## src/core/op_exec_pkg.sv

```systemverilog
`default_nettype none
package op_exec_pkg;
	localparam int DATA_W = 8;
	localparam int ADDR_W = 7;
	localparam int PC_W = 13;
	localparam int TARGET_W = 11;
	localparam int LATCH_W = 8;
	localparam int LATCH_LO = 3;
	localparam int LATCH_HI = 4;
	localparam logic [DATA_W-1:0] ZERO_BYTE = 8'h00;
	localparam logic [DATA_W-1:0] ONE_BYTE = 8'h01;
	localparam logic [PC_W-1:0] PC_ONE = 13'h0001;
	localparam logic [PC_W-1:0] PC_RESET = 13'h0000;
	localparam logic [DATA_W-1:0] ACC_RESET = 8'h00;
	localparam logic DEST_ACC = 1'b0;
	localparam logic DEST_REG = 1'b1;

	typedef enum logic [6:0] {
		OP_NONE = 7'h00,
		OP_KICK = 7'h01,
		OP_CALL = 7'h02,
		OP_INVERT = 7'h04,
		OP_ZERO_REG = 7'h08,
		OP_ZERO_ACC = 7'h10,
		OP_DEC = 7'h20,
		OP_DEC_SKIP = 7'h40
	} op_t;

	typedef enum logic [2:0] {
		ST_EXEC = 3'b001,
		ST_CALL2 = 3'b010,
		ST_FLUSH = 3'b100
	} state_t;
endpackage : op_exec_pkg
`default_nettype wire

```

## src/core/op_alu.sv

```systemverilog
`default_nettype none
module op_alu (
	input wire op_exec_pkg::op_t op,
	input wire logic [op_exec_pkg::DATA_W-1:0] operand,
	output logic [op_exec_pkg::DATA_W-1:0] result,
	output logic result_zero
);
	import op_exec_pkg::*;
	always_comb begin
		result = ZERO_BYTE;
		case (op)
			OP_INVERT: result = ~operand;
			OP_DEC, OP_DEC_SKIP: result = operand - ONE_BYTE;
			default: result = ZERO_BYTE;
		endcase
		result_zero = (result == ZERO_BYTE);
	end
endmodule : op_alu
`default_nettype wire

```

## src/core/op_execute.sv

```systemverilog
// How it works
// - kick clears watchdog counter with a one-cycle clear pulse.
// - kick sets timeout and sleep status bits; others untouched.
// - call pushes pc plus one onto the stack on the same edge that loads the target.
// - call loads 11-bit target into pc bits 10..0.
// - call fills pc bits 12..11 from latch bits 4..3.
// - call takes two cycles, status flags unchanged.
// - invert register, result to accumulator or register by destination; zero flag updated.
// - clear addressed register, set zero flag.
// - clear accumulator, set zero flag.
// - decrement register, routed by destination; zero flag updated.
// - decrement-skip routes like decrement, no flags touched.
// - decrement-skip zero result discards next instruction as a nop.
//
// The implementer's own choices: the address map and the address-and-strobe port.
`default_nettype none
module op_execute (
	input wire logic CLK,
	input wire logic NRST,
	input wire op_exec_pkg::op_t OP,
	input wire logic OP_VALID,
	input wire logic [op_exec_pkg::ADDR_W-1:0] FILE_ADDR,
	input wire logic DEST,
	input wire logic [op_exec_pkg::TARGET_W-1:0] TARGET,
	input wire logic [op_exec_pkg::DATA_W-1:0] FILE_RDATA,
	input wire logic [op_exec_pkg::LATCH_W-1:0] PC_LATCH,
	output logic [op_exec_pkg::ADDR_W-1:0] FILE_WADDR,
	output logic [op_exec_pkg::DATA_W-1:0] FILE_WDATA,
	output logic FILE_WE,
	output logic [op_exec_pkg::DATA_W-1:0] ACC,
	output logic [op_exec_pkg::PC_W-1:0] PC,
	output logic [op_exec_pkg::PC_W-1:0] STACK_TOP,
	output logic STACK_PUSH,
	output logic WATCHDOG_CLEAR,
	output logic ZERO_FLAG,
	output logic TIMEOUT_N,
	output logic SLEEP_N,
	output logic BUSY
);
	import op_exec_pkg::*;
	typedef struct packed {
		state_t st;
		logic [PC_W-1:0] pc;
		logic [DATA_W-1:0] acc;
		logic zf;
		logic timeout_n;
		logic sleep_n;
		logic wd_clr;
		logic push;
		logic [PC_W-1:0] ret_addr;
		logic fwe;
		logic [ADDR_W-1:0] fwa;
		logic [DATA_W-1:0] fwd;
	} regs_t;

	regs_t r_q, r_d;
	logic [DATA_W-1:0] alu_res;
	logic alu_zero;
	logic take;

	op_alu u_alu (
		.op(OP),
		.operand(FILE_RDATA),
		.result(alu_res),
		.result_zero(alu_zero)
	);

	// instructions offered during the second cycle of call or a flush are not taken
	assign take = OP_VALID && (r_q.st == ST_EXEC);

	always_comb begin
		r_d = r_q;
		r_d.wd_clr = 1'b0;
		r_d.push = 1'b0;
		r_d.fwe = 1'b0;
		case (r_q.st)
			ST_CALL2: r_d.st = ST_EXEC;
			ST_FLUSH: begin
				r_d.st = ST_EXEC;
				r_d.pc = r_q.pc + PC_ONE;
			end
			default: begin
				r_d.st = ST_EXEC;
				if (take) begin
					r_d.pc = r_q.pc + PC_ONE;
					case (OP)
						OP_KICK: begin
							r_d.wd_clr = 1'b1;
							r_d.timeout_n = 1'b1;
							r_d.sleep_n = 1'b1;
						end
						OP_CALL: begin
							r_d.ret_addr = r_q.pc + PC_ONE;
							r_d.push = 1'b1;
							r_d.pc = {PC_LATCH[LATCH_HI:LATCH_LO], TARGET};
							r_d.st = ST_CALL2;
						end
						OP_ZERO_REG: begin
							r_d.fwe = 1'b1;
							r_d.fwa = FILE_ADDR;
							r_d.fwd = ZERO_BYTE;
							r_d.zf = 1'b1;
						end
						OP_ZERO_ACC: begin
							r_d.acc = ZERO_BYTE;
							r_d.zf = 1'b1;
						end
						OP_INVERT, OP_DEC, OP_DEC_SKIP: begin
							if (DEST == DEST_REG) begin
								r_d.fwe = 1'b1;
								r_d.fwa = FILE_ADDR;
								r_d.fwd = alu_res;
							end else begin
								r_d.acc = alu_res;
							end
							if (OP != OP_DEC_SKIP) begin
								r_d.zf = alu_zero;
							end
							if (OP == OP_DEC_SKIP && alu_zero) begin
								r_d.st = ST_FLUSH;
							end
						end
						default: r_d.st = ST_EXEC;
					endcase
				end
			end
		endcase
	end

	always_ff @(posedge CLK or negedge NRST) begin
		if (!NRST) begin
			r_q <= '{st: ST_EXEC, pc: PC_RESET, acc: ACC_RESET, zf: 1'b0,
				timeout_n: 1'b1, sleep_n: 1'b1, wd_clr: 1'b0, push: 1'b0,
				ret_addr: PC_RESET, fwe: 1'b0, fwa: '0, fwd: ZERO_BYTE};
		end else begin
			r_q <= r_d;
		end
	end

	assign FILE_WADDR = r_q.fwa;
	assign FILE_WDATA = r_q.fwd;
	assign FILE_WE = r_q.fwe;
	assign ACC = r_q.acc;
	assign PC = r_q.pc;
	assign STACK_TOP = r_q.ret_addr;
	assign STACK_PUSH = r_q.push;
	assign WATCHDOG_CLEAR = r_q.wd_clr;
	assign ZERO_FLAG = r_q.zf;
	assign TIMEOUT_N = r_q.timeout_n;
	assign SLEEP_N = r_q.sleep_n;
	// busy tells the fetcher the offered instruction is not taken this cycle
	assign BUSY = (r_q.st != ST_EXEC);
endmodule : op_execute
`default_nettype wire

```

## config.mk

```make
export PLATFORM = sky130hd
export DESIGN_NAME = op_execute
export DESIGN_NICKNAME = d
export VERILOG_FILES = /design/src/core/op_exec_pkg.sv /design/src/core/op_alu.sv /design/src/core/op_execute.sv
export SDC_FILE = /design/constraint.sdc
export NUM_CORES = 1
export LEC_CHECK = 0
export BUFFER_PORTS_ARGS = -buffer_cell sky130_fd_sc_hd__buf_2
export CAP_MARGIN = 20
export CORE_ASPECT_RATIO = 0.75
export CORE_UTILIZATION = 52
export CTS_CLUSTER_DIAMETER = 40
export DETAILED_ROUTE_END_ITERATION = 8
export HOLD_SLACK_MARGIN = 0.08
export PLACE_DENSITY = 0.8
export RECOVER_POWER = 25
export SLEW_MARGIN = 20
export SYNTH_ARGS = -nofsm -noshare
export SYNTH_HDL_FRONTEND = slang
export SYNTH_SLANG_ARGS = --single-unit
```

## constraint.sdc

```tcl
create_clock -name CLK -period 2.24 [get_ports CLK]
set_clock_uncertainty 0.05 [all_clocks]
set_input_delay 0.112 -clock CLK [delete_from_list [all_inputs] [get_ports CLK]]
set_output_delay 0.112 -clock CLK [all_outputs]
set_load 0.02 [all_outputs]
```

# ---- Yosys cells after proc, flatten, opt, wreduce, memory -nomap -nowiden
# Cells that the tools add are included.
dict set report totals {
  ff_bits 56
  in_bits 45
  wordCells 62
}
dict set report op_classes {
  addsub 2
  eq_ne 15
  mux 16
  bitwise_logic 3
  reduce_logical 16
}
# operator count
set ops {}
lappend ops {{$mux 58} 1}
lappend ops {{$pmux 16 s2} 1}
lappend ops {{$pmux 8 s2} 2}
lappend ops {{$mux 31} 1}
lappend ops {{$pmux 13 s2} 1}
lappend ops {{$mux 16} 1}
lappend ops {{$mux 14} 1}
lappend ops {{$add 13x1->13 const B} 1}
lappend ops {{$mux 13} 1}
lappend ops {{$reduce_and 4->1} 3}
lappend ops {{$logic_not 8->1} 1}
lappend ops {{$mux 8} 1}
lappend ops {{$not 8->8} 1}
lappend ops {{$reduce_bool 2->1} 4}
lappend ops {{$sub 8x1->8 const B} 1}
lappend ops {{$eq 7x1->1 const B} 1}
lappend ops {{$eq 7x2->1 const B} 1}
lappend ops {{$eq 7x3->1 const B} 1}
lappend ops {{$eq 7x4->1 const B} 1}
lappend ops {{$eq 7x5->1 const B} 1}
lappend ops {{$eq 7x6->1 const B} 1}
lappend ops {{$eq 7x7->1 const B} 1}
lappend ops {{$ne 7x7->1 const B} 1}
lappend ops {{$mux 3} 2}
lappend ops {{14 further kinds} 21}

# ---- Depth between registers and ports, before layout
# Gate-level depths: netlist (run 1).
dict set report depth {
  depth_word 9
  depth_mapped 8
}

# ---- Modules after synthesis
# From an unflattened synthesis (run 1), not the netlist that was laid out.
dict set report unflattened {
  hier_cells 395
  hier_area_um2 3608.5
}
# module instances cells_each area_each_um2 seq_area_each_um2
set by_module_without_submodules {}
lappend by_module_without_submodules {op_execute 1 343 3244.4 1402.6}
lappend by_module_without_submodules {op_alu 1 52 364.1 0.0}

# ---- Worst setup path before layout (run 1)
# No wires, ideal clock.
dict set report synth_timing {
  path_type {reg-to-reg}
  from {register r_q[55] in the netlist's numbering}
  to {register r_q (netlist bit ACC[6])}
  setup_ns 0.127
  arrival_ns 1.819
  setup_slack_ns 0.243
  path_stages_with_launch 6
  n_path_buf 1
  synth_period_minus_slack_ns 1.997
  path_cell_list {dfstp_2 > nor3b_1 > nand2_1 > or3b_1 > buf_6 > mux2_1}
}
dict set report synth_via {
  elab_chain_cells 4
  elab_cells_between_ends 7
  cone_classes {eq/ne: 3; bitwise: 1; reduce/logical: 3}
}
# element line_no
set synth_lines {}
lappend synth_lines {{start, declared} op_execute.sv:56} ;# regs_t r_q, r_d;
lappend synth_lines {{start signal, assigned} op_execute.sv:132} ;# r_q <= '{st: ST_EXEC, pc: PC_RESET, acc: ACC_RESET, zf: 1'b0,
lappend synth_lines {{start signal, assigned} op_execute.sv:136} ;# r_q <= r_d;
lappend synth_lines {{$eq 3x3->1 / $eq 3x2->1 (equally long branches)} op_execute.sv:76} ;# case (r_q.st)
lappend synth_lines {{$reduce_or 2->1 (no line)} -}
lappend synth_lines {{$not 1->1 (no line)} -}
lappend synth_lines {{$reduce_and 4->1 (no line) *} -}
# Mark *: on every way between the ends. The rest lies on a longest branch, timed or not.
# A chain may end at the register's enable or synchronous reset.

# ---- Worst setup path in the final report (run 1)
dict set report layout_timing {
  from {input port OP[3]}
  to {register r_q (netlist bit ACC[6])}
}
dict set report layout_via {
  elab_chain_cells 5
  elab_cells_between_ends 12
  cone_classes {eq/ne: 5; mux: 3; reduce/logical: 4}
}
# element line_no
set layout_lines {}
lappend layout_lines {{start, declared} op_execute.sv:20} ;# input wire op_exec_pkg::op_t OP,
lappend layout_lines {{$eq 7x7->1 / $eq 7x6->1 (equally long branches)} {op_alu.sv:11, op_execute.sv:86}}
lappend layout_lines {{$reduce_or 2->1} op_alu.sv:11} ;# case (op)
lappend layout_lines {{$pmux 8 s2} op_alu.sv:11}
lappend layout_lines {{$mux 8} op_execute.sv:109} ;# if (DEST == DEST_REG) begin
lappend layout_lines {{$pmux 8 s2} op_execute.sv:86} ;# case (OP)
# Several ways; a longest one is shown, not always the timed one. The select of a mux whose other input is x is not followed.

==> impl_metrics.yaml, run 1 <==
critical_path:
  worst_ep_arrival_time_ns: 2.26
  critical_path_class: "in2reg"
  slowest_stage: "or3b_1"
  worstPathRequired_ns: 2.39
  cp-start-kind: "input port"
  rr_worst_depth: 7
  r2r-start: "PC[1]"
  path_cells: "dlygate4sd3_1, buf_2, or3_1, a21o_1, or3b_1, mux2_1"
  critPathTopFamily: "simple AND/OR/NAND/NOR gates"
  end_kind: "flop"
  path_buf_inv: 2
  cp_max_fo: 11
  regToRegSetupSlack_ns: 0.22
  rr_endpoint: "PC[10]"
  cp_slowest_stage_delay_ns: 0.57
timing:
  max_freq_mhz: 472.8
  fin_ws_ns: 0.1251
  tightest_slew_ns: 1.367
  period_needed_ns: 2.115
  slew_headroom: 0.08887
  setup_violations: 0
  setup_tns_ns: 0
  rsz0062_at_grt: "false"
  finalHoldViolations: 0
  slew_violations: 0
  fin_crit_sh: 0.9442
yosys:
  synthTopCellsByArea: "dfrtp_1 40%, buf_4 12%, o21ai_0 4.6%, nand2_1 4.3%, a21oi_1 4.1%"
  synth_enable_flop_cells: 0
  synth_fa_ha_area_frac: 0.007233
  synthCells: 380
  synth-compound-area-share: 0.1609
  yosysMostFrequentCell: "dfrtp_1"
  syn_area_per_cell_um2: 9.104
  yosysWarnings: 0
  syn_area_um2: 3460
  ys_seq_area_frac: 0.4054
  synthSimpleGateAreaFrac: 0.1790
  ys_async_sr_fraction: 1.000
  synth_top_family_by_area: "simple AND/OR/NAND/NOR gates"
  synth-xor-area-share: 0.04014
  ys.flop_type: "dfrtp_1"
  synth_top_area_cell: "dfrtp_1"
  ys_ff_latch: 56
  synth_top_area_frac: 0.3978
  synthMuxAreaShare: 0.05497
  synth.top_cells.by_count: "55 x dfrtp_1, 53 x buf_4, 40 x nand2_1, 32 x o21ai_0, 28 x a21oi_1"
  netlist-cell-type-count: 59
min_path:
  whs_path_depth: 3
  hp-class: "in2reg"
  hold_path_end: "PC[10]"
  min-delay-start: "TARGET[10]"
placement:
  gp_congestion: 0.9019
  dp_cells: 499
  pre_cts_slack_ns: 0.05681
  dp_hpwl_um: 5680
  portBuffers: 92
  place_area_um2: 3655
power_and_ir_drop:
  p_leak_nw: 1.822
  power_density_nw_per_um2: 811.3
  peakVddDrop_uv: 338.8
route:
  wl_um: 7823
  ant_nets: 0
  dr.first_iter.drc_count: 199
  dr.pass1.iters: 4
  wl_per_cell_um: 14.84
  vias: 2872
  viasPerCell: 5.450
  drc: 0
cells_and_area:
  fillers: 555
  final_cell_area_um2: 3934
  area_growth_pct: 13.71
  diodes: 0
  drive_gt1_frac: 0.2354
  fin_cells: 527
  nNetsFinal: 492
status:
  outcome: "finished clean"
global_routing:
  grt_max_degree: 57
  gr-usage-all-layers: 0.2270
  grt_pass1_vias: 2590
  antenna_found_initial: 0
  grt_pass1_wl_um: 12250
  grt.overflow.total: 0
floorplanning:
  core-area_um2: 6350
  io_pins: 101
  rows: 25
  die_y_um: 72.64
  die_width_um: 96.19
  design.die.area_um2: 6987
  start_util: 0.5448
clock_tree:
  cts_sinks: 56
  cts_root_buffer: "clkbuf_8"
  clk_path_buf_depth: 2
  cts_buffers: 5
  path_clk_slew_ns: 0.09
  cts_tree: "built"
  htree_num_levels: 2
  worstSkewPairLatency_ns: 0.31
flow_run:
  cap_violations: 0
-- cells by family (layout without fill, tap and decap cells) --
group | count (synthesis) | count (layout)
buf+inv | 80 | 145
xor+xnor | 15 | 15
mux | 16 | 16
other cells | 1 | 2
compound gates | 91 | 91
fa+ha+maj | 2 | 2
simple gates | 119 | 119
flops | 56 | 56
-- state kept, by name (all words and copies together) (netlist names) --
register	flops
ZERO_FLAG	1
STACK_PUSH	1
WATCHDOG_CLEAR	1
PC	13
FILE_WADDR	7
STACK_TOP	13
FILE_WDATA	8
FILE_WE	1
ACC	8
r_q	3
-- through the flow --
| stage | utilization | total power [mW] | hold slack [ns] |
|---|---|---|---|
| finish | 0.6195 | 3.192 | 0.09877 |
| global placement | 0.5756 | 2.453 | 0.2380 |
| global route | 0.6195 | 3.380 | 0.1025 |
| floorplan | - | 2.352 | -0.2336 |
| CTS | 0.6262 | 3.222 | 0.08432 |
| detailed placement | 0.5756 | 2.501 | 0.2449 |
-- final cells by class --
class                           instances  area (µm²)  area share
Tap cell                               81       101.3     0.02576
Sequential cell                        56        1403      0.3566
Timing Repair Buffer                  126       713.2      0.1813
Multi-Input combinational cell        245        1554      0.3950
Clock buffer                            6       82.58     0.02099
Clock inverter                          2       38.79    0.009860
Inverter                               11       41.29     0.01050
-- report_power, final --
part / switching, mW / total [mW] / internal (mW)
clock: 0.331 / 0.697 / 0.366
combinational: 0.661 / 1.07 / 0.411
sequential: 0.228 / 1.42 / 1.19
total: 1.22 / 3.19 / 1.97
-- cell usage in the layout, fill, tap and decap left out, types with 2 or more instances in the layout --
master,n
nand3_1,19
nor4b_1,6
clkbuf_8,6
a21oi_1,28
dfrtp_1,55
nand4_1,2
nor2b_1,2
buf_2,52
nor3_1,2
ha_1,2
a2bb2oi_1,2
a221o_1,2
a21o_1,2
or3_1,2
nor4_2,2
clkbuf_1,40
o21ai_0,32
conb_1,2
o22ai_1,6
mux2_2,11
inv_1,11
xnor2_1,6
mux2_4,3
buf_4,13
nor3_2,2
and3_1,4
nand2b_1,5
o2111ai_2,2
o31ai_1,7
nand2_1,40
xor2_1,8
dlygate4sd3_1,20
nor2_1,21
-- how the worst max path moves through the flow --
| stage | start | end | depth (start not counted) |
|---|---|---|---|
| floorplan | r_q[55] | ACC[6] | 5 |
| CTS | r_q[55] | ACC[6] | 4 |
| detailed placement | FILE_RDATA[0] | r_q[55] | 8 |
| finish | OP[3] | ACC[6] | 6 |
| global route | OP[3] | ACC[6] | 6 |
| global placement | FILE_RDATA[0] | r_q[55] | 8 |
-- repair_timing --
| action | 4_1_cts | 5_1_grt |
|---|---|---|
| resized for setup | 0 | 2 |
| setup endpoints to repair | 0 | 5 |
| setup buffers | 0 | 0 |
| hold buffers | 20 | 0 |
| hold endpoints to repair | 74 | 0 |
-- per-layer routing --
| layer | GRT usage | vias up | share of wire |
|---|---|---|---|
| li1 | - | 1408 | - |
| met1 | 0.3351 | 1345 | 0.48 |
| met2 | 0.3388 | 107 | 0.44 |
| met3 | 0.03958 | 12 | 0.068 |
| met4 | 0.07131 | 0 | 0.014 |
| met5 | 0 | - | 0 |
-- worst min-delay path, stage by stage --
cell	delay [ns]
buf_2	0.09
o22ai_1	0.07
a2bb2oi_1	0.15
(Power assumes the default switching activity.)
==> run 2: changes to the inputs <==
--- a/config.mk
+++ b/config.mk
@@ -5,13 +5,14 @@
 export SDC_FILE = /design/constraint.sdc
 export NUM_CORES = 1
 export LEC_CHECK = 0
+export ABC_AREA = 1
 export BUFFER_PORTS_ARGS = -buffer_cell sky130_fd_sc_hd__buf_2
 export CAP_MARGIN = 20
 export CORE_ASPECT_RATIO = 0.75
 export CORE_UTILIZATION = 52
 export CTS_CLUSTER_DIAMETER = 40
 export DETAILED_ROUTE_END_ITERATION = 8
-export HOLD_SLACK_MARGIN = 0.08
+export HOLD_SLACK_MARGIN = 0.02
 export PLACE_DENSITY = 0.8
 export RECOVER_POWER = 25
 export SLEW_MARGIN = 20
==> run 2 against run 1 <==
Effect of this change: sequential cell count stayed put; register-to-register slack better by 0.04 ns; cell count rose by 8.0%; critical path depth rose by 2; total power decreased by 19%; clock power decreased by 18%; sequential power is 12% lower; critical path type is now reg2reg.
==> impl_metrics.yaml, run 2 <==
power_and_ir_drop:
  p_seq_frac: 0.483
  p_clk_frac: 0.221
  p_sw_frac: 0.3731
  combPwrFrac: 0.296
  power_switching_uw: 963.4
  p_leak_nw: 2.016
  peakVddDrop_uv: 376.2
  power_density_nw_per_um2: 686.0
  p_int_mw: 1.619
floorplanning:
  rows: 25
  io_pins: 101
  start_util: 0.5386
  design.die.area_um2: 6876
  die_y_um: 72.06
  die_width_um: 95.42
  core-area_um2: 6319
timing:
  slew_headroom: 0.4013
  slew_violations: 0
  tightest_slew_ns: 0.8981
  fin_crit_sh: 0.8843
  rsz0062_at_grt: "false"
  setup_violations: 0
  period_needed_ns: 1.981
  max_freq_mhz: 504.9
  setup_tns_ns: 0
  finalHoldViolations: 0
clock_tree:
  cts_root_buffer: "clkbuf_8"
  path_clk_slew_ns: 0.11
  cts_buffers: 5
  cts_tree: "built"
  clk_path_buf_depth: 2
  cts_sinks: 56
  cts_setup_buffers: 0
  htree_num_levels: 2
  cts.repair.resized: 0
  worstSkewPairLatency_ns: 0.30
yosys:
  yosysMostFrequentCell: "nand2_1"
  ys_async_sr_fraction: 1.000
  syn_area_per_cell_um2: 7.933
  ys_ff_latch: 56
  synth_top_area_cell: "dfrtp_1"
  ys_seq_area_frac: 0.4121
  synth_top_area_frac: 0.4044
  yosysWarnings: 0
  ys.flop_type: "dfrtp_1"
  synthTopCellsByArea: "dfrtp_1 40%, buf_4 11%, nand2_1 11%, nand3_1 5.9%, inv_1 4.9%"
  netlist-cell-type-count: 38
  synth.top_cells.by_count: "99 x nand2_1, 55 x dfrtp_1, 51 x buf_4, 44 x inv_1, 40 x nand3_1"
  syn_area_um2: 3403
  synth_enable_flop_cells: 0
  synthCells: 429
critical_path:
  end_kind: "flop"
  cp_slowest_stage_delay_ns: 0.57
  rr_worst_depth: 8
  worstPathRequired_ns: 2.44
  critical_path_class: "reg2reg"
  critPathTopFamily: "buffers and inverters"
  regToRegSetupSlack_ns: 0.26
  path_cells: "nand4_2, inv_2, nor2_1, inv_1, o21ai_0, inv_1, nand2_1, nand2_1"
  worst_ep_arrival_time_ns: 2.18
  r2r-start: "r_q[55]"
  slowest_stage: "dfstp_2"
  cp-start-kind: "flop"
  cp_max_fo: 16
  path_buf_inv: 3
  rr_endpoint: "PC[12]"
route:
  ant_nets: 0
  dr.pass1.iters: 5
  drc: 0
  viasPerCell: 5.093
  dr.first_iter.drc_count: 190
  wl_um: 7702
  wl_per_cell_um: 13.54
  vias: 2898
cells_and_area:
  layout_commonest_cell: "nand2_1"
  nNetsFinal: 534
  layout_common_cells: "99 x nand2_1, 82 x buf_2, 55 x dfrtp_1"
  area_growth_pct: 10.59
  diodes: 0
  drive_gt1_frac: 0.2725
  final_cell_area_um2: 3764
min_path:
  whs_path_depth: 3
  min-delay-start: "TARGET[5]"
  hold_path_end: "PC[5]"
  hp-class: "in2reg"
status:
  outcome: "finished clean"
global_routing:
  grt_pass1_vias: 2489
  grt.overflow.total: 0
  gr-usage-all-layers: 0.2263
  grt_max_degree: 25
  antenna_found_initial: 0
  grt_pass1_wl_um: 12010
placement:
  portBuffers: 92
  dp_hpwl_um: 5701
  place_area_um2: 3558
  gp_congestion: 0.8899
flow_run:
  cap_violations: 0
run 2: how the worst max path moves through the flow:
| stage | from | to | slack (ns) | cells past startpoint |
|---|---|---|---|---|
| 6_report | r_q[55] | PC[12] | 0.26 | 8 |
| 3_3_place_gp | r_q[55] | PC[12] | 0.33 | 8 |
| 3_5_place_dp | r_q[55] | PC[9] | 0.28 | 8 |
| 4_1_cts | r_q[55] | PC[9] | 0.26 | 8 |
| 2_1_floorplan | PC[0] | PC[12] | 0.65 | 10 |
| 5_1_grt | r_q[55] | PC[9] | 0.08 | 8 |
run 2: cell families after synthesis:
family / synth area share
compound gates: 0.1085
xor+xnor: 0.01802
flops: 0.4121
simple gates: 0.2662
fa+ha+maj: 0.007352
other cells: 0.001102
buf+inv: 0.1868
run 2: worst register-to-register path, cell delays in order (launching register included):
cell and delay, ns:
dfstp_2 0.57, nand4_2 0.22, inv_2 0.27, nor2_1 0.09, inv_1 0.37, o21ai_0 0.18, inv_1 0.08, nand2_1 0.05
nand2_1 0.05
run 2: layout make-up:
type	instances	area [µm²]
inverters	50	187.7
multi-input cells	264	1369
repair buffers	110	613.1
clock buffers	5	68.82
fillers	574	2555
clock inverters	3	21.27
flip-flops and latches	56	1403
well taps	81	101.3
run 2: power by group through the flow:
stage / Sequential [mW] / Combinational, mW / Clock, mW
after floorplan: 1.24 / 0.636 / 0
after global placement: 1.25 / 0.720 / 0
after detailed placement: 1.26 / 0.736 / 0
after CTS: 1.24 / 0.757 / 0.577
after global routing: 1.26 / 0.834 / 0.625
final: 1.25 / 0.765 / 0.570
run 2: repair_timing:
item	CTS	global route
hold buffers	13	0
setup endpoints to repair	0	0
endpoints found under the hold margin	27	0
run 2: routing by layer:
| metal | global-route usage | wire [µm] |
|---|---|---|
| met2 | 0.3421 | 3424 |
| met3 | 0.03983 | 439 |
| met1 | 0.3410 | 3777 |
| met5 | 0 | 0 |
| met4 | 0.04643 | 59 |
run 2: through the flow:
stage          power (mW)  std cells  hold slack, ns    util  setup WS [ns]
6_report            2.582        569         0.03462  0.5956         0.2593
5_1_grt             2.724        569         0.03493  0.5956        0.08448
4_1_cts             2.575        569         0.02203  0.5980         0.2649
3_5_place_dp        1.996        548       -0.005856  0.5632         0.2813
3_3_place_gp        1.973        548       -0.002682  0.5632         0.3277
2_1_floorplan       1.878        430         -0.2336       -         0.6478
==> run 3: changes to the inputs <==
--- a/config.mk
+++ b/config.mk
@@ -18,4 +18,5 @@
 export SLEW_MARGIN = 20
 export SYNTH_ARGS = -nofsm -noshare
 export SYNTH_HDL_FRONTEND = slang
+export SYNTH_HIERARCHICAL = 1
 export SYNTH_SLANG_ARGS = --single-unit
==> run 3 against run 2 <==
Effect of this change: the run now ends with design-rule violations left; cell count up 7.7%; global-route usage up 0.29 points; non-clock buffer count unchanged; critical path depth down 1; sequential share of layout area down 1.9 points.
==> impl_metrics.yaml, run 3 <==
status:
  outcome: "complete, but fails checks"
  violations: "design-rule violations"
critical_path:
  slowest_stage: "dfrtp_1"
  regToRegSetupSlack_ns: 0.48
  end_kind: "flop"
  crit_path_frequent_cell: "nand2_1"
  path_cells: "ha_1, nand2_1, nor2_1, xor2_1, a21oi_1, o21ai_0, nand2_1"
  crit_start: "PC[0]"
  cp_max_fo: 6
  cp-start-kind: "flop"
  r2r-start: "PC[0]"
  worst_ep_arrival_time_ns: 1.92
  critical_path_class: "reg2reg"
  cp_slowest_stage_delay_ns: 0.48
  worstPathRequired_ns: 2.40
clock_tree:
  htree_num_levels: 2
  cts_buffers: 5
  cts_root_buffer: "clkbuf_8"
  cts_sinks: 56
  worstSkewPairLatency_ns: 0.31
  cts.repair.resized: 0
  clk_path_buf_depth: 2
  cts_tree: "built"
  path_clk_slew_ns: 0.11
floorplanning:
  start_util: 0.5554
  io_pins: 101
  die_y_um: 74.19
  core-area_um2: 6506
  rows: 25
  die_width_um: 98.26
  design.die.area_um2: 7290
min_path:
  min-delay-start: "OP[0]"
  hp-class: "in2reg"
cells_and_area:
  nNetsFinal: 578
  layout_commonest_cell: "nand2_1"
  multi_input_comb_area_um2: 1569
  diodes: 0
  final_cell_area_um2: 3969
  seqCellArea_um2: 1403
  drive_gt1_frac: 0.2632
  fin_cells: 613
  area_growth_pct: 9.834
  fillers: 616
  layout_common_cells: "120 x nand2_1, 74 x buf_2, 55 x dfrtp_1"
yosys:
  synth_enable_flop_cells: 0
  ys_ff_latch: 56
  ys.flop_type: "dfrtp_1"
  syn_area_per_cell_um2: 7.591
  synthCells: 476
  synth_top_area_cell: "dfrtp_1"
  synth.top_cells.by_count: "120 x nand2_1, 55 x dfrtp_1, 52 x buf_4, 34 x nand3_1, 33 x inv_1"
  synthTopCellsByArea: "dfrtp_1 38%, nand2_1 12%, buf_4 11%, nand3_1 4.7%, nand4_1 3.5%"
  syn_area_um2: 3613
  synth_top_area_frac: 0.3809
  yosysMostFrequentCell: "nand2_1"
  ys_async_sr_fraction: 1.000
  yosysWarnings: 6
  ys_seq_area_frac: 0.3882
  netlist-cell-type-count: 37
timing:
  max_freq_mhz: 568.3
  slew_violations: 0
  setup_tns_ns: 0
  fin_crit_sh: 0.7856
  tightest_slew_ns: 1.481
  period_needed_ns: 1.760
  slew_headroom: 0.01265
  finalHoldViolations: 0
  fin_ws_ns: 0.4803
  setup_violations: 0
  rsz0062_at_grt: "false"
route:
  dr.first_iter.drc_count: 180
  wl_um: 8133
  dr.pass1.iters: 9
  vias: 3198
  ant_nets: 0
  viasPerCell: 5.217
  drc: 6
  wl_per_cell_um: 13.27
power_and_ir_drop:
  p_leak_nw: 2.187
  p_total_mw: 2.598
  peakVddDrop_uv: 371.9
  power_density_nw_per_um2: 654.6
global_routing:
  grt.overflow.total: 0
  gr-usage-all-layers: 0.2292
  antenna_found_initial: 0
  grt_max_degree: 33
  grt_pass1_wl_um: 13250
  grt_pass1_vias: 2823
placement:
  pre_cts_slack_ns: 0.3946
  gp_congestion: 0.8917
  dp_cells: 591
  place_area_um2: 3761
  dp_hpwl_um: 6085
  portBuffers: 92
flow_run:
  cap_violations: 0
run 3: per-stage QoR:
stage / hold WS (ns) / utilization
global placement: 0.1078 / 0.5781
CTS: 0.03785 / 0.6135
finish: 0.04455 / 0.6100
global route: 0.04778 / 0.6100
floorplan: -0.2336 / -
detailed placement: 0.1157 / 0.5781
run 3: layout make-up:
type | instances | share of cell area
Multi-Input combinational cell | 310 | 0.3953
Sequential cell | 56 | 0.3534
Timing Repair Buffer | 110 | 0.1564
Inverter | 48 | 0.04666
Tap cell | 81 | 0.02554
Clock buffer | 5 | 0.01734
Clock inverter | 3 | 0.005359
run 3: where the power goes:
group	internal, mW	leakage (nW)	switching (mW)
combinational	0.266	1.39	0.503
clock	0.223	0.0445	0.346
sequential	1.13	0.755	0.128
total	1.62	2.19	0.977
run 3: timing repair:
| item | 4_1_cts | 5_1_grt |
|---|---|---|
| buffers inserted | 0 | 0 |
| hold endpoints to repair | 36 | 0 |
| hold buffers | 14 | 0 |
| setup endpoints to repair | 0 | 0 |
run 3: cells by family (layout without fill, tap and decap cells):
kind of cell	count (synthesis)	count (layout)	share of synthesized area
AND/OR/NAND/NOR	249	249	0.3369
buffers and inverters	111	166	0.1787
flip-flops	56	56	0.3882
AO/OA/AOI/OAI	51	51	0.07375
XOR/XNOR	6	6	0.01454
adder cells (fa/ha/maj)	2	2	0.006924
other	1	2	0.001038
run 3: critical path, delay by kind of cell (launching register included):
| kind | cells | cell delay, ns |
|---|---|---|
| flip-flops | 1 | 0.48 |
| AND/OR/NAND/NOR | 3 | 0.40 |
| XOR/XNOR | 1 | 0.30 |
| adder cells (fa/ha/maj) | 1 | 0.23 |
| AO/OA/AOI/OAI | 2 | 0.19 |
run 3: worst paths after layout:
kind	to	depth (start not counted)
hold / removal	WATCHDOG_CLEAR	3
setup reg to reg	PC[4]	7
setup / recovery	PC[4]	7
hold reg to reg	FILE_WDATA[5]	2
min in group asynchronous	ACC[5]	2
max in group asynchronous	WATCHDOG_CLEAR	2
run 3: layer usage:
metal  track usage  share of wire  up-vias
li1              -              -     1594
met1        0.3205           0.47     1467
met2        0.3803           0.45      127
met3       0.04323          0.072       10
met4       0.04478         0.0093        0
met5             0              0        -
